File: src/hdl/ess_pkg.sv
package ess_pkg;

	localparam int CLK_HZ = 125000000;
	localparam int TICK_S = 1;
	localparam int TICK_CYCLES = CLK_HZ * TICK_S;
	localparam int HOLD_S = 2;

	// Timer index of each timed state and of the ECU timer within the duration table.
	localparam int T_STAB = 0;
	localparam int T_STOPPED = 1;
	localparam int T_STANDBY = 2;
	localparam int T_ASTART = 3;
	localparam int T_PRE1 = 4;
	localparam int T_PRE2 = 5;
	localparam int T_CRANK = 6;
	localparam int T_REST = 7;
	localparam int T_WARM = 8;
	localparam int T_ASTOP = 9;
	localparam int T_COOL = 10;
	localparam int T_SPIN = 11;
	localparam int T_ECU = 12;
	localparam int T_SOLENOID = 13;
	localparam int NUM_T = 14;

	// Register byte addresses; each register one 32-bit word.
	localparam logic [7:0] A_CTRL = 8'h00;
	localparam logic [7:0] A_STATUS = 8'h04;
	localparam logic [7:0] A_SPEED = 8'h08;
	localparam logic [7:0] A_RUNCMD = 8'h0C;
	localparam logic [7:0] A_DUR0 = 8'h40;
	localparam logic [7:0] A_LAST = 8'h74;

	// Control register fields and register reset values.
	localparam int C_AUTO = 0;
	localparam int C_START = 1;
	localparam int C_STOP = 2;
	localparam int C_MECH = 3;
	localparam int C_CRANKTHRU = 4;
	localparam logic [4:0] CTRL_RST = 5'h00;
	localparam logic [15:0] SPEED_RST = 16'h0000;
	localparam logic [23:0] DUR_RST = 24'h000005;
	localparam logic [3:0] CRANK_TRIES_RST = 4'h3;

	typedef enum logic [4:0] {
		S_STAB = 5'h00,
		S_STOPPED = 5'h01,
		S_STANDBY = 5'h02,
		S_WAIT = 5'h03,
		S_ASTART = 5'h04,
		S_PRE1 = 5'h05,
		S_SAFE = 5'h06,
		S_PRE2 = 5'h07,
		S_CRANK = 5'h08,
		S_REST = 5'h09,
		S_FALSE = 5'h0A,
		S_WARM = 5'h0B,
		S_RUN = 5'h0C,
		S_ASTOP = 5'h0D,
		S_COOL = 5'h0E,
		S_SOLENOID = 5'h0F,
		S_SPIN = 5'h10
	} ess_state_t;

endpackage : ess_pkg

File: src/hdl/ess_sequencer.sv
// The AXI4-Lite register port and the placing of the registers were decided locally.
`timescale 1ns/1ns
`default_nettype none
module ess_sequencer #(
	parameter int TICK_CYCLES = ess_pkg::TICK_CYCLES
) (
	input wire logic core_clk_i,
	input wire logic rstn_i,
	input wire logic [7:0] s_axi_awaddr,
	input wire logic s_axi_awvalid,
	output logic s_axi_awready,
	input wire logic [31:0] s_axi_wdata,
	input wire logic [3:0] s_axi_wstrb,
	input wire logic s_axi_wvalid,
	output logic s_axi_wready,
	output logic [1:0] s_axi_bresp,
	output logic s_axi_bvalid,
	input wire logic s_axi_bready,
	input wire logic [7:0] s_axi_araddr,
	input wire logic s_axi_arvalid,
	output logic s_axi_arready,
	output logic [31:0] s_axi_rdata,
	output logic [1:0] s_axi_rresp,
	output logic s_axi_rvalid,
	input wire logic s_axi_rready,
	input wire logic key_start_i,
	input wire logic key_stop_i,
	input wire logic key_any_i,
	input wire logic auto_start_cond_i,
	input wire logic auto_stop_cond_i,
	input wire logic engine_not_ready_i,
	input wire logic safe_to_start_i,
	input wire logic fault_i,
	input wire logic link_ok_i,
	input wire logic engine_started_i,
	input wire logic above_cutout_i,
	input wire logic zero_freq_i,
	output logic prestart_o,
	output logic ecu_enable_o,
	output logic sender_enable_o,
	output logic alarm_mask_o,
	output logic crank_o,
	output logic stop_solenoid_o,
	output logic backlight_en_o,
	output logic heater_en_o,
	output logic can_en_o,
	output logic speed_cmd_valid_o,
	output logic [15:0] speed_cmd_o,
	output logic auto_mode_o,
	output logic [4:0] state_o
);

	typedef struct packed {
		logic aw_ok;
		logic w_ok;
		logic [7:0] awaddr;
		logic [31:0] wdata;
		logic [3:0] wstrb;
		logic bvalid;
		logic [1:0] bresp;
		logic rvalid;
		logic [31:0] rdata;
		logic [1:0] rresp;
		logic [4:0] ctrl;
		logic [15:0] warm_spd;
		logic [15:0] cool_spd;
		logic [15:0] min_spd;
		logic [15:0] run_spd;
		logic [3:0] tries;
		logic [ess_pkg::NUM_T*24-1:0] dur;
		ess_pkg::ess_state_t st;
		logic [5:0] hh;
		logic [5:0] mm;
		logic [5:0] ss;
		logic [26:0] div;
		logic tick;
		logic [3:0] crank_cnt;
		logic [2:0] ecu_sec;
		logic [7:0] ecu_left;
		logic pre_hold;
		logic skip_cool;
		logic [1:0] stop_held;
		logic [2:0] k_start;
		logic [2:0] k_stop;
		logic [2:0] k_any;
		logic start_prev;
		logic stop_prev;
		logic prestart;
		logic ecu;
		logic sender;
		logic mask;
		logic crank;
		logic sol;
		logic lowpwr;
		logic spd_v;
		logic [15:0] spd;
	} ess_regs_t;

	ess_regs_t q_reg, q_next;

	////////////////////////////////////////////////////////////////////
	function automatic logic [23:0] dur_of(input ess_regs_t r, input int i);
		dur_of = r.dur[i*24 +: 24];
	endfunction : dur_of

	function automatic logic is_zero(input logic [23:0] d);
		is_zero = (d == 24'h000000);
	endfunction : is_zero

	function automatic logic [15:0] upd16(input logic [15:0] o,
		input logic [31:0] d, input logic [3:0] s);
		upd16 = {s[1] ? d[15:8] : o[15:8], s[0] ? d[7:0] : o[7:0]};
	endfunction : upd16

	////////////////////////////////////////////////////////////////////
	always_comb begin
		logic auto_m, start_ev, stop_ev, start_lvl, stop_lvl, expired;
		logic do_wr, timed, stepped;
		logic [7:0] a;
		int idx;
		ess_pkg::ess_state_t nx;
		a = 8'h00;
		idx = 0;
		nx = q_reg.st;
		do_wr = 1'b0;
		expired = 1'b0;
		timed = 1'b0;
		stepped = 1'b0;
		q_next = q_reg;
		auto_m = q_reg.ctrl[ess_pkg::C_AUTO];
		q_next.tick = 1'b0;
		q_next.k_start = {q_reg.k_start[1:0], key_start_i};
		q_next.k_stop = {q_reg.k_stop[1:0], key_stop_i};
		q_next.k_any = {q_reg.k_any[1:0], key_any_i};
		start_lvl = q_reg.k_start[1] & q_reg.k_start[2];
		stop_lvl = q_reg.k_stop[1] & q_reg.k_stop[2];
		q_next.start_prev = start_lvl;
		q_next.stop_prev = stop_lvl;
		start_ev = start_lvl & ~q_reg.start_prev;
		stop_ev = stop_lvl & ~q_reg.stop_prev;

		// Second tick from the system clock.
		if (q_reg.div == 27'(TICK_CYCLES - 1)) begin
			q_next.div = '0;
			q_next.tick = 1'b1;
		end else begin
			q_next.div = q_reg.div + 27'h0000001;
		end
		expired = (q_reg.hh == 6'h00) && (q_reg.mm == 6'h00)
			&& (q_reg.ss == 6'h00);
		if (q_reg.tick && !expired) begin
			if (q_reg.ss != 6'h00) begin
				q_next.ss = q_reg.ss - 6'h01;
			end else if (q_reg.mm != 6'h00) begin
				q_next.mm = q_reg.mm - 6'h01;
				q_next.ss = 6'h3B;
			end else begin
				q_next.hh = q_reg.hh - 6'h01;
				q_next.mm = 6'h3B;
				q_next.ss = 6'h3B;
			end
		end

		// ECU stabilize timer keeps its own second count.
		if (q_reg.tick && q_reg.ecu_left != 8'h00) begin
			q_next.ecu_left = q_reg.ecu_left - 8'h01;
		end
		if (q_reg.ecu_left == 8'h00 && q_reg.st != ess_pkg::S_STAB) begin
			q_next.ecu = q_reg.st inside {ess_pkg::S_STOPPED,
				ess_pkg::S_WAIT, ess_pkg::S_ASTART} ? q_reg.ecu
				: 1'b1;
		end

		// Register bus: take address and data in either order.
		if (s_axi_awvalid && !q_reg.aw_ok) begin
			q_next.aw_ok = 1'b1;
			q_next.awaddr = s_axi_awaddr;
		end
		if (s_axi_wvalid && !q_reg.w_ok) begin
			q_next.w_ok = 1'b1;
			q_next.wdata = s_axi_wdata;
			q_next.wstrb = s_axi_wstrb;
		end
		do_wr = q_reg.aw_ok && q_reg.w_ok && !q_reg.bvalid;
		if (do_wr) begin
			a = q_reg.awaddr;
			q_next.aw_ok = 1'b0;
			q_next.w_ok = 1'b0;
			q_next.bvalid = 1'b1;
			q_next.bresp = 2'h0;
			if (a == ess_pkg::A_CTRL) begin
				if (q_reg.wstrb[0]) begin
					q_next.ctrl = q_reg.wdata[4:0];
				end
			end else if (a == ess_pkg::A_SPEED) begin
				q_next.warm_spd = upd16(q_reg.warm_spd, q_reg.wdata,
					q_reg.wstrb);
				q_next.cool_spd = upd16(q_reg.cool_spd,
					{16'h0000, q_reg.wdata[31:16]}, {2'h0, q_reg.wstrb[3:2]});
			end else if (a == ess_pkg::A_RUNCMD) begin
				q_next.min_spd = upd16(q_reg.min_spd, q_reg.wdata,
					q_reg.wstrb);
				q_next.run_spd = upd16(q_reg.run_spd,
					{16'h0000, q_reg.wdata[31:16]}, {2'h0, q_reg.wstrb[3:2]});
			end else if (a >= ess_pkg::A_DUR0 && a <= ess_pkg::A_LAST
				&& a[1:0] == 2'h0) begin
				idx = int'(a - ess_pkg::A_DUR0) >> 2;
				if (&q_reg.wstrb[2:0]) begin
					q_next.dur[idx*24 +: 24] = q_reg.wdata[23:0];
				end
				if (idx == ess_pkg::T_CRANK && q_reg.wstrb[3]) begin
					q_next.tries = q_reg.wdata[27:24];
				end
			end else begin
				q_next.bresp = 2'h2;
			end
		end
		if (q_reg.bvalid && s_axi_bready) begin
			q_next.bvalid = 1'b0;
		end
		if (s_axi_arvalid && !q_reg.rvalid) begin
			a = s_axi_araddr;
			q_next.rvalid = 1'b1;
			q_next.rresp = 2'h0;
			q_next.rdata = '0;
			if (a == ess_pkg::A_CTRL) begin
				q_next.rdata = {27'h0000000, q_reg.ctrl};
			end else if (a == ess_pkg::A_STATUS) begin
				q_next.rdata = {5'h00, q_reg.crank_cnt, q_reg.hh, q_reg.mm,
					q_reg.ss, q_reg.st};
			end else if (a == ess_pkg::A_SPEED) begin
				q_next.rdata = {q_reg.cool_spd, q_reg.warm_spd};
			end else if (a == ess_pkg::A_RUNCMD) begin
				q_next.rdata = {q_reg.run_spd, q_reg.min_spd};
			end else if (a >= ess_pkg::A_DUR0 && a <= ess_pkg::A_LAST
				&& a[1:0] == 2'h0) begin
				idx = int'(a - ess_pkg::A_DUR0) >> 2;
				q_next.rdata = {8'h00, dur_of(q_reg, idx)};
				if (idx == ess_pkg::T_CRANK) begin
					q_next.rdata[27:24] = q_reg.tries;
				end
			end else begin
				q_next.rresp = 2'h2;
			end
		end
		if (q_reg.rvalid && s_axi_rready) begin
			q_next.rvalid = 1'b0;
		end

		// Start and stop commands from key or register pulse.
		start_ev = start_ev | (do_wr && q_reg.awaddr == ess_pkg::A_CTRL
			&& q_reg.wdata[ess_pkg::C_START]);
		stop_ev = stop_ev | (do_wr && q_reg.awaddr == ess_pkg::A_CTRL
			&& q_reg.wdata[ess_pkg::C_STOP]);
		q_next.ctrl[ess_pkg::C_START] = 1'b0;
		q_next.ctrl[ess_pkg::C_STOP] = 1'b0;
		if (do_wr && q_reg.awaddr == ess_pkg::A_CTRL) begin
			q_next.ctrl[ess_pkg::C_AUTO] = q_reg.wdata[ess_pkg::C_AUTO];
		end

		// Held stop: two seconds of an asserted key skip cooldown.
		if (!stop_lvl) begin
			q_next.stop_held = 2'h0;
		end else if (q_reg.tick && q_reg.stop_held != 2'(ess_pkg::HOLD_S)) begin
			q_next.stop_held = q_reg.stop_held + 2'h1;
		end
		if (auto_m && (q_reg.stop_held == 2'(ess_pkg::HOLD_S)
			|| (stop_ev && q_reg.st inside {ess_pkg::S_ASTOP,
			ess_pkg::S_COOL}))) begin
			q_next.skip_cool = 1'b1;
		end

		// Sequencer: fixed order, zero-duration PRE1, WARM, COOL and ASTART skipped in auto mode.
		nx = q_reg.st;
		timed = 1'b0;
		stepped = 1'b0;
		case (q_reg.st)
			ess_pkg::S_STAB: begin
				if (expired || q_reg.ctrl[ess_pkg::C_MECH]) begin
					nx = ess_pkg::S_STOPPED;
				end
			end
			ess_pkg::S_STOPPED, ess_pkg::S_STANDBY: begin
				if (engine_not_ready_i && (start_ev || auto_start_cond_i)) begin
					nx = ess_pkg::S_WAIT;
				end else if (start_ev && !auto_m) begin
					nx = ess_pkg::S_PRE1;
				end else if (auto_m && (auto_start_cond_i || start_ev)) begin
					nx = ess_pkg::S_ASTART;
				end else if (q_reg.st == ess_pkg::S_STOPPED && expired
					&& !is_zero(dur_of(q_reg, ess_pkg::T_STOPPED))) begin
					nx = ess_pkg::S_STANDBY;
				end else if (q_reg.st == ess_pkg::S_STANDBY
					&& q_reg.k_any[1] && q_reg.k_any[2]) begin
					nx = ess_pkg::S_STOPPED;
				end
			end
			ess_pkg::S_WAIT: begin
				if (!engine_not_ready_i) begin
					nx = auto_m ? ess_pkg::S_ASTART : ess_pkg::S_PRE1;
				end
			end
			ess_pkg::S_ASTART: begin
				if (!auto_m) begin
					nx = ess_pkg::S_STOPPED;
				end else if (!auto_start_cond_i) begin
					timed = 1'b1;
				end else if (expired) begin
					nx = ess_pkg::S_PRE1;
				end
			end
			ess_pkg::S_PRE1: if (expired) nx = ess_pkg::S_SAFE;
			ess_pkg::S_SAFE: if (safe_to_start_i) nx = ess_pkg::S_PRE2;
			ess_pkg::S_PRE2: begin
				if (fault_i || !link_ok_i) begin
					nx = ess_pkg::S_SPIN;
				end else if (expired) begin
					nx = ess_pkg::S_CRANK;
				end
			end
			ess_pkg::S_CRANK: begin
				if (engine_started_i) begin
					nx = ess_pkg::S_FALSE;
				end else if (expired) begin
					nx = (q_reg.crank_cnt + 4'h1 >= q_reg.tries)
						? ess_pkg::S_SPIN : ess_pkg::S_REST;
				end
			end
			ess_pkg::S_REST: if (expired) nx = ess_pkg::S_CRANK;
			ess_pkg::S_FALSE: begin
				nx = above_cutout_i ? (auto_m ? ess_pkg::S_WARM
					: ess_pkg::S_RUN) : ess_pkg::S_REST;
			end
			ess_pkg::S_WARM: if (expired || !auto_m) nx = ess_pkg::S_RUN;
			ess_pkg::S_RUN: begin
				if (stop_ev) begin
					nx = (auto_m && !q_reg.skip_cool) ? ess_pkg::S_COOL
						: ess_pkg::S_SOLENOID;
				end else if (auto_m && auto_stop_cond_i) begin
					nx = ess_pkg::S_ASTOP;
				end
			end
			ess_pkg::S_ASTOP: begin
				if (!auto_stop_cond_i || !auto_m) begin
					nx = ess_pkg::S_RUN;
				end else if (expired || stop_ev) begin
					nx = q_reg.skip_cool || stop_ev ? ess_pkg::S_SOLENOID
						: ess_pkg::S_COOL;
				end
			end
			ess_pkg::S_COOL: begin
				if (expired || q_reg.skip_cool || !auto_m) begin
					nx = ess_pkg::S_SOLENOID;
				end
			end
			ess_pkg::S_SOLENOID: if (expired) nx = ess_pkg::S_SPIN;
			ess_pkg::S_SPIN: begin
				if (expired && zero_freq_i) nx = ess_pkg::S_STOPPED;
			end
			default: nx = ess_pkg::S_STOPPED;
		endcase

		// Skip zero-duration PRE1, WARM, COOL and ASTART states in auto mode only.
		if (auto_m) begin
			if (nx == ess_pkg::S_PRE1 && is_zero(dur_of(q_reg, ess_pkg::T_PRE1)))
				nx = ess_pkg::S_SAFE;
			if (nx == ess_pkg::S_WARM && is_zero(dur_of(q_reg, ess_pkg::T_WARM)))
				nx = ess_pkg::S_RUN;
			if (nx == ess_pkg::S_COOL && is_zero(dur_of(q_reg, ess_pkg::T_COOL)))
				nx = ess_pkg::S_SOLENOID;
			if (nx == ess_pkg::S_ASTART
				&& is_zero(dur_of(q_reg, ess_pkg::T_ASTART)))
				nx = ess_pkg::S_PRE1;
		end

		stepped = (nx != q_reg.st);
		if (stepped || timed) begin
			idx = ess_pkg::T_STOPPED;
			case (nx)
				ess_pkg::S_STAB: idx = ess_pkg::T_STAB;
				ess_pkg::S_STANDBY: idx = ess_pkg::T_STANDBY;
				ess_pkg::S_ASTART: idx = ess_pkg::T_ASTART;
				ess_pkg::S_PRE1: idx = ess_pkg::T_PRE1;
				ess_pkg::S_PRE2: idx = ess_pkg::T_PRE2;
				ess_pkg::S_CRANK: idx = ess_pkg::T_CRANK;
				ess_pkg::S_REST: idx = ess_pkg::T_REST;
				ess_pkg::S_WARM: idx = ess_pkg::T_WARM;
				ess_pkg::S_ASTOP: idx = ess_pkg::T_ASTOP;
				ess_pkg::S_COOL: idx = ess_pkg::T_COOL;
				ess_pkg::S_SOLENOID: idx = ess_pkg::T_SOLENOID;
				ess_pkg::S_SPIN: idx = ess_pkg::T_SPIN;
				default: idx = ess_pkg::T_STOPPED;
			endcase
			{q_next.hh, q_next.mm, q_next.ss} = 18'(dur_of(q_reg, idx));
			q_next.div = '0;
		end
		q_next.st = nx;
		if (stepped && nx == ess_pkg::S_CRANK) begin
			q_next.crank_cnt = q_reg.crank_cnt + 4'h1;
		end
		if (stepped && nx == ess_pkg::S_PRE1) begin
			q_next.crank_cnt = 4'h0;
		end
		if (stepped && q_reg.st == ess_pkg::S_SPIN) begin
			q_next.skip_cool = 1'b0;
			q_next.ctrl[ess_pkg::C_AUTO] = 1'b0;
		end
		// ECU timer restarts at spindown and on leaving standby.
		if (stepped && (nx == ess_pkg::S_SPIN || q_reg.st == ess_pkg::S_STANDBY)) begin
			q_next.ecu_left = 8'(dur_of(q_reg, ess_pkg::T_ECU));
			q_next.ecu = 1'b1;
		end
		if (stepped && nx inside {ess_pkg::S_STANDBY, ess_pkg::S_SOLENOID}) begin
			q_next.ecu = 1'b0;
			q_next.ecu_left = 8'h00;
		end

		// Outputs.
		q_next.sender = nx == ess_pkg::S_STAB;
		q_next.mask = nx == ess_pkg::S_STAB;
		if (nx == ess_pkg::S_STAB) q_next.ecu = 1'b1;
		q_next.lowpwr = nx == ess_pkg::S_STANDBY;
		q_next.crank = nx == ess_pkg::S_CRANK;
		q_next.sol = nx == ess_pkg::S_SOLENOID;
		if (stepped && nx == ess_pkg::S_PRE2) begin
			q_next.pre_hold = q_reg.ctrl[ess_pkg::C_CRANKTHRU];
		end
		if (engine_started_i || nx inside {ess_pkg::S_SPIN,
			ess_pkg::S_STOPPED}) begin
			q_next.pre_hold = 1'b0;
		end
		q_next.prestart = (nx == ess_pkg::S_PRE1) || (nx == ess_pkg::S_PRE2)
			|| (q_next.pre_hold && nx inside {ess_pkg::S_CRANK,
			ess_pkg::S_REST});
		q_next.spd_v = 1'b1;
		q_next.spd = q_reg.run_spd;
		if (nx == ess_pkg::S_WARM) begin
			q_next.spd = (q_reg.warm_spd < q_reg.min_spd) ? q_reg.min_spd
				: q_reg.warm_spd;
		end else if (nx == ess_pkg::S_COOL) begin
			q_next.spd = q_reg.cool_spd;
		end else if (!(nx inside {ess_pkg::S_RUN, ess_pkg::S_ASTOP})) begin
			q_next.spd_v = 1'b0;
		end
	end

	////////////////////////////////////////////////////////////////////
	always_ff @(posedge core_clk_i or negedge rstn_i) begin
		if (!rstn_i) begin
			q_reg <= '0;
			q_reg.ctrl <= ess_pkg::CTRL_RST;
			q_reg.tries <= ess_pkg::CRANK_TRIES_RST;
			q_reg.dur <= {ess_pkg::NUM_T{ess_pkg::DUR_RST}};
			q_reg.st <= ess_pkg::S_STAB;
			q_reg.ss <= 6'(ess_pkg::DUR_RST);
			q_reg.ecu <= 1'b1;
			q_reg.ecu_left <= 8'(ess_pkg::DUR_RST);
			q_reg.sender <= 1'b1;
			q_reg.mask <= 1'b1;
		end else begin
			q_reg <= q_next;
		end
	end

	assign s_axi_awready = !q_reg.aw_ok;
	assign s_axi_wready = !q_reg.w_ok;
	assign s_axi_bvalid = q_reg.bvalid;
	assign s_axi_bresp = q_reg.bresp;
	assign s_axi_arready = !q_reg.rvalid;
	assign s_axi_rvalid = q_reg.rvalid;
	assign s_axi_rdata = q_reg.rdata;
	assign s_axi_rresp = q_reg.rresp;
	assign prestart_o = q_reg.prestart;
	assign ecu_enable_o = q_reg.ecu;
	assign sender_enable_o = q_reg.sender;
	assign alarm_mask_o = q_reg.mask;
	assign crank_o = q_reg.crank;
	assign stop_solenoid_o = q_reg.sol;
	// Power savers are off only in standby.
	assign backlight_en_o = !q_reg.lowpwr;
	assign heater_en_o = !q_reg.lowpwr;
	assign can_en_o = !q_reg.lowpwr;
	assign speed_cmd_valid_o = q_reg.spd_v;
	assign speed_cmd_o = q_reg.spd;
	assign auto_mode_o = q_reg.ctrl[ess_pkg::C_AUTO];
	assign state_o = q_reg.st;

endmodule : ess_sequencer
`default_nettype wire

File: config.mk
export PLATFORM = sky130hd
export DESIGN_NAME = ess_sequencer
export DESIGN_NICKNAME = d
export VERILOG_FILES = /design/src/hdl/ess_pkg.sv /design/src/hdl/ess_sequencer.sv
export SDC_FILE = /design/constraint.sdc
export NUM_CORES = 2
export LEC_CHECK = 0
export BUFFER_PORTS_ARGS = -buffer_cell sky130_fd_sc_hd__buf_2
export CORE_MARGIN = 4
export CORE_UTILIZATION = 58
export DETAILED_ROUTE_END_ITERATION = 6
export PLACE_DENSITY_LB_ADDON = 0.1
export RECOVER_POWER = 100
export SKIP_LAST_GASP = 1
export SLEW_MARGIN = 10
export SYNTH_ARGS = -nofsm -noshare
export SYNTH_HDL_FRONTEND = slang
export SYNTH_SLANG_ARGS = --single-unit
File: constraint.sdc
create_clock -name core_clk_i -period 7.4 [get_ports core_clk_i]
set_clock_uncertainty 0.1 [all_clocks]
set_input_delay 1.11 -clock core_clk_i [delete_from_list [all_inputs] [get_ports core_clk_i]]
set_output_delay 1.11 -clock core_clk_i [all_outputs]
set_load 0.02 [all_outputs]
* Word level (Yosys, flattened, before mapping)
Memories as Yosys holds them, arrays and structs flattened.
Cells that the tools add are included.
** Storage, ports and cells
- Flip-flop bits (word level) :: 592
- Bits in read-only memories :: 128
- Bits of input ports :: 71
- Word-level logic and storage cells :: 369
- Memories kept :: 1
** Operators by class
- $add $sub $neg :: 10
- Multipliers :: 3
- $lt $le $gt $ge :: 6
- Eq/ne operators :: 47
- Shift operators :: 4
- Multiplexer cells :: 117
- Bitwise logic cells :: 11
- Reduce and logical (&&, ||, !) cells :: 124
** Memories
- (name not given) :: depth 32, bits a word 4, rd ports 1, clocked after Yosys merged registers in 0, wr ports 0, RTL line ess_sequencer.sv:379 : case (nx)
** Operator list (count)
- 340-bit two-way mux :: 2
- 405-bit two-way mux :: 1
- 404-bit two-way mux :: 1
- 372-bit two-way mux :: 1
- 336-bit bitwise mux :: 1
- 336-bit two-way mux :: 1
- 24-bit by 33-bit variable shift with 336-bit output (first input constant) :: 1
- 24-bit by 33-bit indexed part select with 336-bit output :: 1
- 336-bit by 32-bit indexed part select with 18-bit output :: 1
- 336-bit by 32-bit indexed part select with 24-bit output :: 1
- 32-bit two-way mux :: 7
- 5-bit two-way mux :: 33
- 24-bit zero test :: 5
- 8-bit two-way mux :: 11
- 5-bit by 4-bit equality test with 1-bit output (second input constant) :: 17
- 5-bit one-hot mux with 16 select lines :: 1
- 30-bit by 2-bit multiplier with 29-bit output (second input constant) :: 2
- 16-bit two-way mux :: 3
- 45-bit two-way mux :: 1
- 1-bit logical AND :: 44
- 5-bit by 3-bit equality test with 1-bit output (second input constant) :: 8
- 35-bit two-way mux :: 1
- 32-bit negation with 33-bit output :: 1
- 8-bit by 4-bit equality test with 1-bit output (second input constant) :: 4
- other kinds (53) :: 173

* Depth between registers and ports, before layout
- Word-level depth :: 33
- Mapped depth :: 34

* Worst setup path after synthesis
OpenSTA, ideal clock, no wires.
- Path type :: register to register
- Start point :: register q_reg[590] in the netlist's numbering
- End point :: register q_reg[88] in the netlist's numbering
- Library setup time :: 0.141 ns
- Arrival time :: 7.264 ns
- Data required time :: 7.159 ns
- Slack :: -0.105 ns
- Cell stages (with the launch flop) :: 32
- Path through :: dfrtp_1 -> inv_1 -> clkbuf_1 -> clkbuf_1 -> ha_1 -> and4b_1 -> a31o_2 -> o21ai_0 -> a311o_1 -> and4_4 -> or4_4 -> o22ai_2 -> a21oi_2 -> clkbuf_1 -> ha_1 -> nor3b_1 -> o311a_1 -> o2bb2ai_4 -> inv_4 -> buf_6 -> buf_6 -> buf_6 -> buf_6 -> ha_1 -> clkbuf_1 -> buf_1 -> clkbuf_1 -> clkbuf_1 -> mux4_2 -> o221ai_1 -> o21a_1 -> a31oi_1
** Between the ends
- Cells in the longest elaborated chain, start to end :: 31
- Elaborated cells between the ends (all ways) :: 46
- Those cells by class :: mul (1); eq/ne (6); shift (1); mux (18); bitwise (2); reduce/logical (17); memory (1)
** Ends and longest elaborated chain
- from (decl) :: RTL line ess_sequencer.sv:99 : ess_regs_t q_reg, q_next;
- from (signal assigned) :: RTL line ess_sequencer.sv:461 : q_reg <= q_next;
- 8-bit zero test (*) :: RTL line ess_sequencer.sv:251, ess_sequencer.sv:253
- 1-bit logical AND (*) :: RTL line ess_sequencer.sv:251, ess_sequencer.sv:253
- 1-bit logical AND :: RTL line ess_sequencer.sv:252 : && q_reg.wdata[ess_pkg::C_START]);
- 1-bit OR :: RTL line ess_sequencer.sv:251 : start_ev = start_ev | (do_wr && q_reg.awaddr == ess_pkg::A_CTRL
- 1-bit logical OR :: RTL line ess_sequencer.sv:284, ess_sequencer.sv:288
- 1-bit logical AND :: RTL line ess_sequencer.sv:288 : end else if (auto_m && (auto_start_cond_i || start_ev)) begin
- 5-bit two-way mux :: RTL line ess_sequencer.sv:288
- 5-bit two-way mux :: RTL line ess_sequencer.sv:286 : end else if (start_ev && !auto_m) begin
- (+15 left out)
- 1-bit logical AND :: RTL line ess_sequencer.sv:372 : && is_zero(dur_of(q_reg, ess_pkg::T_ASTART)))
- 5-bit two-way mux :: RTL line ess_sequencer.sv:371 : if (nx == ess_pkg::S_ASTART
- 5-bit two-way mux (*) :: RTL line ess_sequencer.sv:364 : if (auto_m) begin
- memory read 32 x 4 bit
- 32-bit two-way mux :: RTL line ess_sequencer.sv:377 : if (stepped || timed) begin
- 32-bit by 3-bit multiplier with 29-bit output :: RTL line ess_sequencer.sv:103 : dur_of = r.dur[i*24 +: 24];
- 336-bit by 32-bit indexed part select with 18-bit output :: RTL line ess_sequencer.sv:103
- 45-bit two-way mux :: RTL line ess_sequencer.sv:377
Every way passes the cells marked *; elsewhere a longest branch is shown, timed or not. The select of a mux whose other input is x is not followed.
A chain may end at the register's enable or synchronous reset.

* Final worst setup path
- Start point :: input port s_axi_araddr[2]
- End point :: register q_reg (netlist bit s_axi_rdata[17])
** Between the ends
- Cells in the longest elaborated chain, start to end :: 8
- Elaborated cells between the ends (all ways) :: 16
- Those cells by class :: add/sub (1); mul (1); order compare (2); eq/ne (3); shift (1); mux (5); reduce/logical (3)
** Ends and longest elaborated chain
- from (decl) :: RTL line ess_sequencer.sv:19 : input wire logic [7:0] s_axi_araddr,
- 8-bit by 7-bit subtractor with 9-bit output, or another cell as far along :: RTL line ess_sequencer.sv:237 : idx = int'(a - ess_pkg::A_DUR0) >> 2;
- 30-bit by 2-bit multiplier with 29-bit output / 1-bit logical AND (equally long branches) :: RTL line ess_sequencer.sv:103, ess_sequencer.sv:235
- 336-bit by 32-bit indexed part select with 24-bit output / 1-bit logical AND (equally long branches) :: RTL line ess_sequencer.sv:103, ess_sequencer.sv:236
- 28-bit two-way mux :: RTL line ess_sequencer.sv:235 : end else if (a >= ess_pkg::A_DUR0 && a <= ess_pkg::A_LAST
- 32-bit two-way mux :: RTL line ess_sequencer.sv:233 : end else if (a == ess_pkg::A_RUNCMD) begin
- 32-bit two-way mux :: RTL line ess_sequencer.sv:231 : end else if (a == ess_pkg::A_SPEED) begin
- 32-bit two-way mux :: RTL line ess_sequencer.sv:228 : end else if (a == ess_pkg::A_STATUS) begin
- 32-bit two-way mux (*) :: RTL line ess_sequencer.sv:226 : if (a == ess_pkg::A_CTRL) begin
Every way passes the cells marked *; elsewhere a longest branch is shown, timed or not.

==> metrics.md <==
| Metric | Value |
|---|---|
| Status | `finished, violations left` |
| Failing checks | `design-rule violations, max-capacitance violations, max-slew violations, negative setup slack` |
| Average size of a mapped cell | `slightly above 10 um^2` |
| Io pins | `between 100 and 150` |
| Most common cell in the synthesized netlist | `nand2_1` |
| Area taken by multi-input logic gates | `27000 um^2` |
| CTS tree | `built` |
| Drt wl/cell | `39.0 um` |
| H-tree Lvls | `3` |
| Syn Inst Count | `about 4400` |
| CTS clk-pin slew, worst paths | `about 60 ps` |
| Hold Fails Final Rpt | `0` |
| Fill cell count | `between 6000 and 7000` |
| Number of synthesized flops with an enable pin | `0` |
| R2r endpoint | `q_reg[87]` |
| Top-area cell type share of the netlist area | `0.316` |
| Die H | `about 280 um` |
| Die X | `between 200 and 300 um` |
| Max-cap viol count | `11` |
| Vias | `roughly 42000` |
| CP Capture Point | `s_axi_rdata[17]` |
| CORE AREA | `around 75000 um^2` |
| Largest area contributor in the netlist | `dfrtp_1` |
| Post-synth top flop | `dfrtp_1` |
| Largest net degree at the start of global routing | `about 140` |
| Detail Route Antenna Nets | `0` |
| Critical-path cell list | `buf_8 > ha_1 > fa_4 > a21o_1 > a21o_1 > a21oi_1 > nand2_1 > clkbuf_1 > a21oi_1 > a21oi_1 > a21oi_1 > a21oi_1 > a211oi_1 > a21oi_1 > o21ai_0` |
| Cell repeated most along the worst path | `a21oi_1` |
| DR vias/cell | `roughly 8` |
| Layout cells sized above 1 | `0.229` |
| Startpoint types | `input pin` |
| Critical path origin | `s_axi_araddr[2]` |
| Synth warnings | `0` |
| Worst path depth | `15` |
| CP max-delay cell | `a21oi_1` |
| Iter 0 DRT Violations | `6943` |
| Detailed Routing Iterations Pass 1 | `7` |
| Initial Util | `0.587` |
| First-pass GRT wire length | `~300000 um` |
| Crit path max-delay family | `compound AO/OA/AOI/OAI gates` |
| Post-route cell area | `roughly 48000 um^2` |
| Arr. time, crit path | `8130 ps` |
| DP Worst Slack | `495 ps` |
| Worst-margin pin slew | `5470 ps` |
| Floorplan row count | `100` |
| Largest cells by area after synthesis | `dfrtp_1 32%, mux4_2 18%, mux2_2 5.6%, mux2i_1 5.4%, nand2_1 4.9%` |
| Root Buffer | `clkbuf_16` |
| Maximum buffer depth of the clock tree | `3` |
| Post-route setup TNS | `-418 ps` |
| TritonCTS Buffers | `69` |
| Drt drc | `22` |
| Async S/R FF share, synth | `1.00` |
| Dpl hpwl | `around 160000 um` |
| GPL Wtd Cong | `1.12` |
| Port bufs | `approximately 140` |
| Slew Limit Headroom | `-2.64` |
| RSZ-0062 raised after global routing | `false` |
| WP buf/inv | `2` |
| Post-DP Area | `45900 um^2` |
| Die ar. | `around 80000 um^2` |
| Crit end category | `register` |
| Area growth, synth to finish | `9.98%` |
| Achievable frequency | `about 130 MHz` |
| Synth top cells by count | `567 x nand2_1, 554 x dfrtp_1, 342 x mux4_2` |
| CP peak stage delay | `between 1000 and 1500 ps` |
| Post-Syn Area | `between 40000 and 50000 um^2` |
| Fin nets | `4544` |
| Setup violations, final | `2` |
| Final period utilization | `1.04` |
| Clk_lat worst skew | `roughly 650 ps` |
| Clock sink count | `590` |
| Total track usage | `0.520` |
| Hold Crit Class | `reg2reg` |
| Overflow left after global routing | `0` |
| Crit Path Max Fanout | `25` |
| Utilization after layout | `0.646` |
| Synth cell types | `94` |
| Worst Reg2Reg Path Length in Cells | `21` |
| Register bit total from synthesis | `590` |
| Vias in the first global route | `a little under 40000` |
| Reg2reg setup slack | `around 190 ps` |
| Worst setup margin | `-272 ps` |
| Final Routed Wirelength | `213000 um` |
| Required time worst endpoint | `roughly 7900 ps` |
| Area taken by flip-flops and latches | `roughly 15000 um^2` |
| Setup CP Type | `in2reg` |
| Min cycle time layout | `roughly 7700 ps` |
| Antenna violations before repair | `28` |
| Worst hold stages | `0` |
| Sequential share of the synthesized area | `0.338` |
| Slew Limit Fails | `335` |
==> cells by family (layout without fill, tap and decap cells) <==
group           Yosys count  in the layout  synth area share
buf+inv                 473            568            0.0495
simple gates           1226           1226             0.127
flops                   590            590             0.338
other cells               1             29         0.0000855
fa+ha+maj                77             77            0.0225
mux                     799            799             0.286
compound gates         1121           1121             0.163
xor+xnor                 68             68            0.0136
==> worst min path at each step <==
stage                    start    endpoint  slack (ps)
finish              q_next[33]  q_next[34]         250
detailed placement  q_next[27]  q_next[28]         240
floorplan           q_next[27]  q_next[28]         230
global route        q_next[27]  q_next[28]         270
global placement    q_next[33]  q_next[34]         250
CTS                 q_next[33]  q_next[34]         260
==> timing repair <==
item | CTS | global route
endpoints found under the setup margin | 0 | 1
buffers inserted | 0 | 0
hold buffers | 0 | 0
resized for setup | 0 | 1
==> placed cells by master, fill, tap and decap left out, types with 18 or more instances in the layout <==
master     count
o22ai_1       68
and2_1        18
a32oi_1       31
a31oi_1       51
clkbuf_16     69
diode_2       27
dfrtp_1      553
o221ai_1      36
nand3_1       76
dfstp_2       36
nand2b_1      21
nor2b_1       40
inv_1         90
ha_1          72
o31ai_1       61
and3_1        28
mux2_2       215
nand2_1      564
a21oi_1      241
clkbuf_1     112
o21ai_0      332
a22oi_1       34
mux4_2       342
buf_4        152
o22a_1        23
nor4_1        45
a21o_1        20
a211oi_1      74
nor3_1        65
nor2_1       251
xor2_1        29
mux2i_1      238
o21a_1        19
buf_2         69
nand4_1       25
xnor2_1       33
==> through the flow <==
stage	hold slack (ps)	instances
detailed placement	238	5291
floorplan	231	4356
global placement	248	5291
finish	255	5447
CTS	261	5417
global route	265	5427
==> final cells by class <==
type                       instances  area share
sequential                       590       0.307
clock inverter                    34      0.0118
antenna                           27     0.00140
timing repair buffer             348      0.0469
clock buffer                      92      0.0405
tap                              969      0.0251
multi-input combinational       3293       0.560
inverter                          94     0.00758
==> routing by layer <==
metal  routed length (um)  track usage
met2                83300        0.706
met1                70400        0.626
met4                23000        0.402
met5                  655       0.0119
met3                35200        0.260
Power is not shown: default switching activity piles up to over one toggle a cycle in this logic, so the estimate is an artifact.
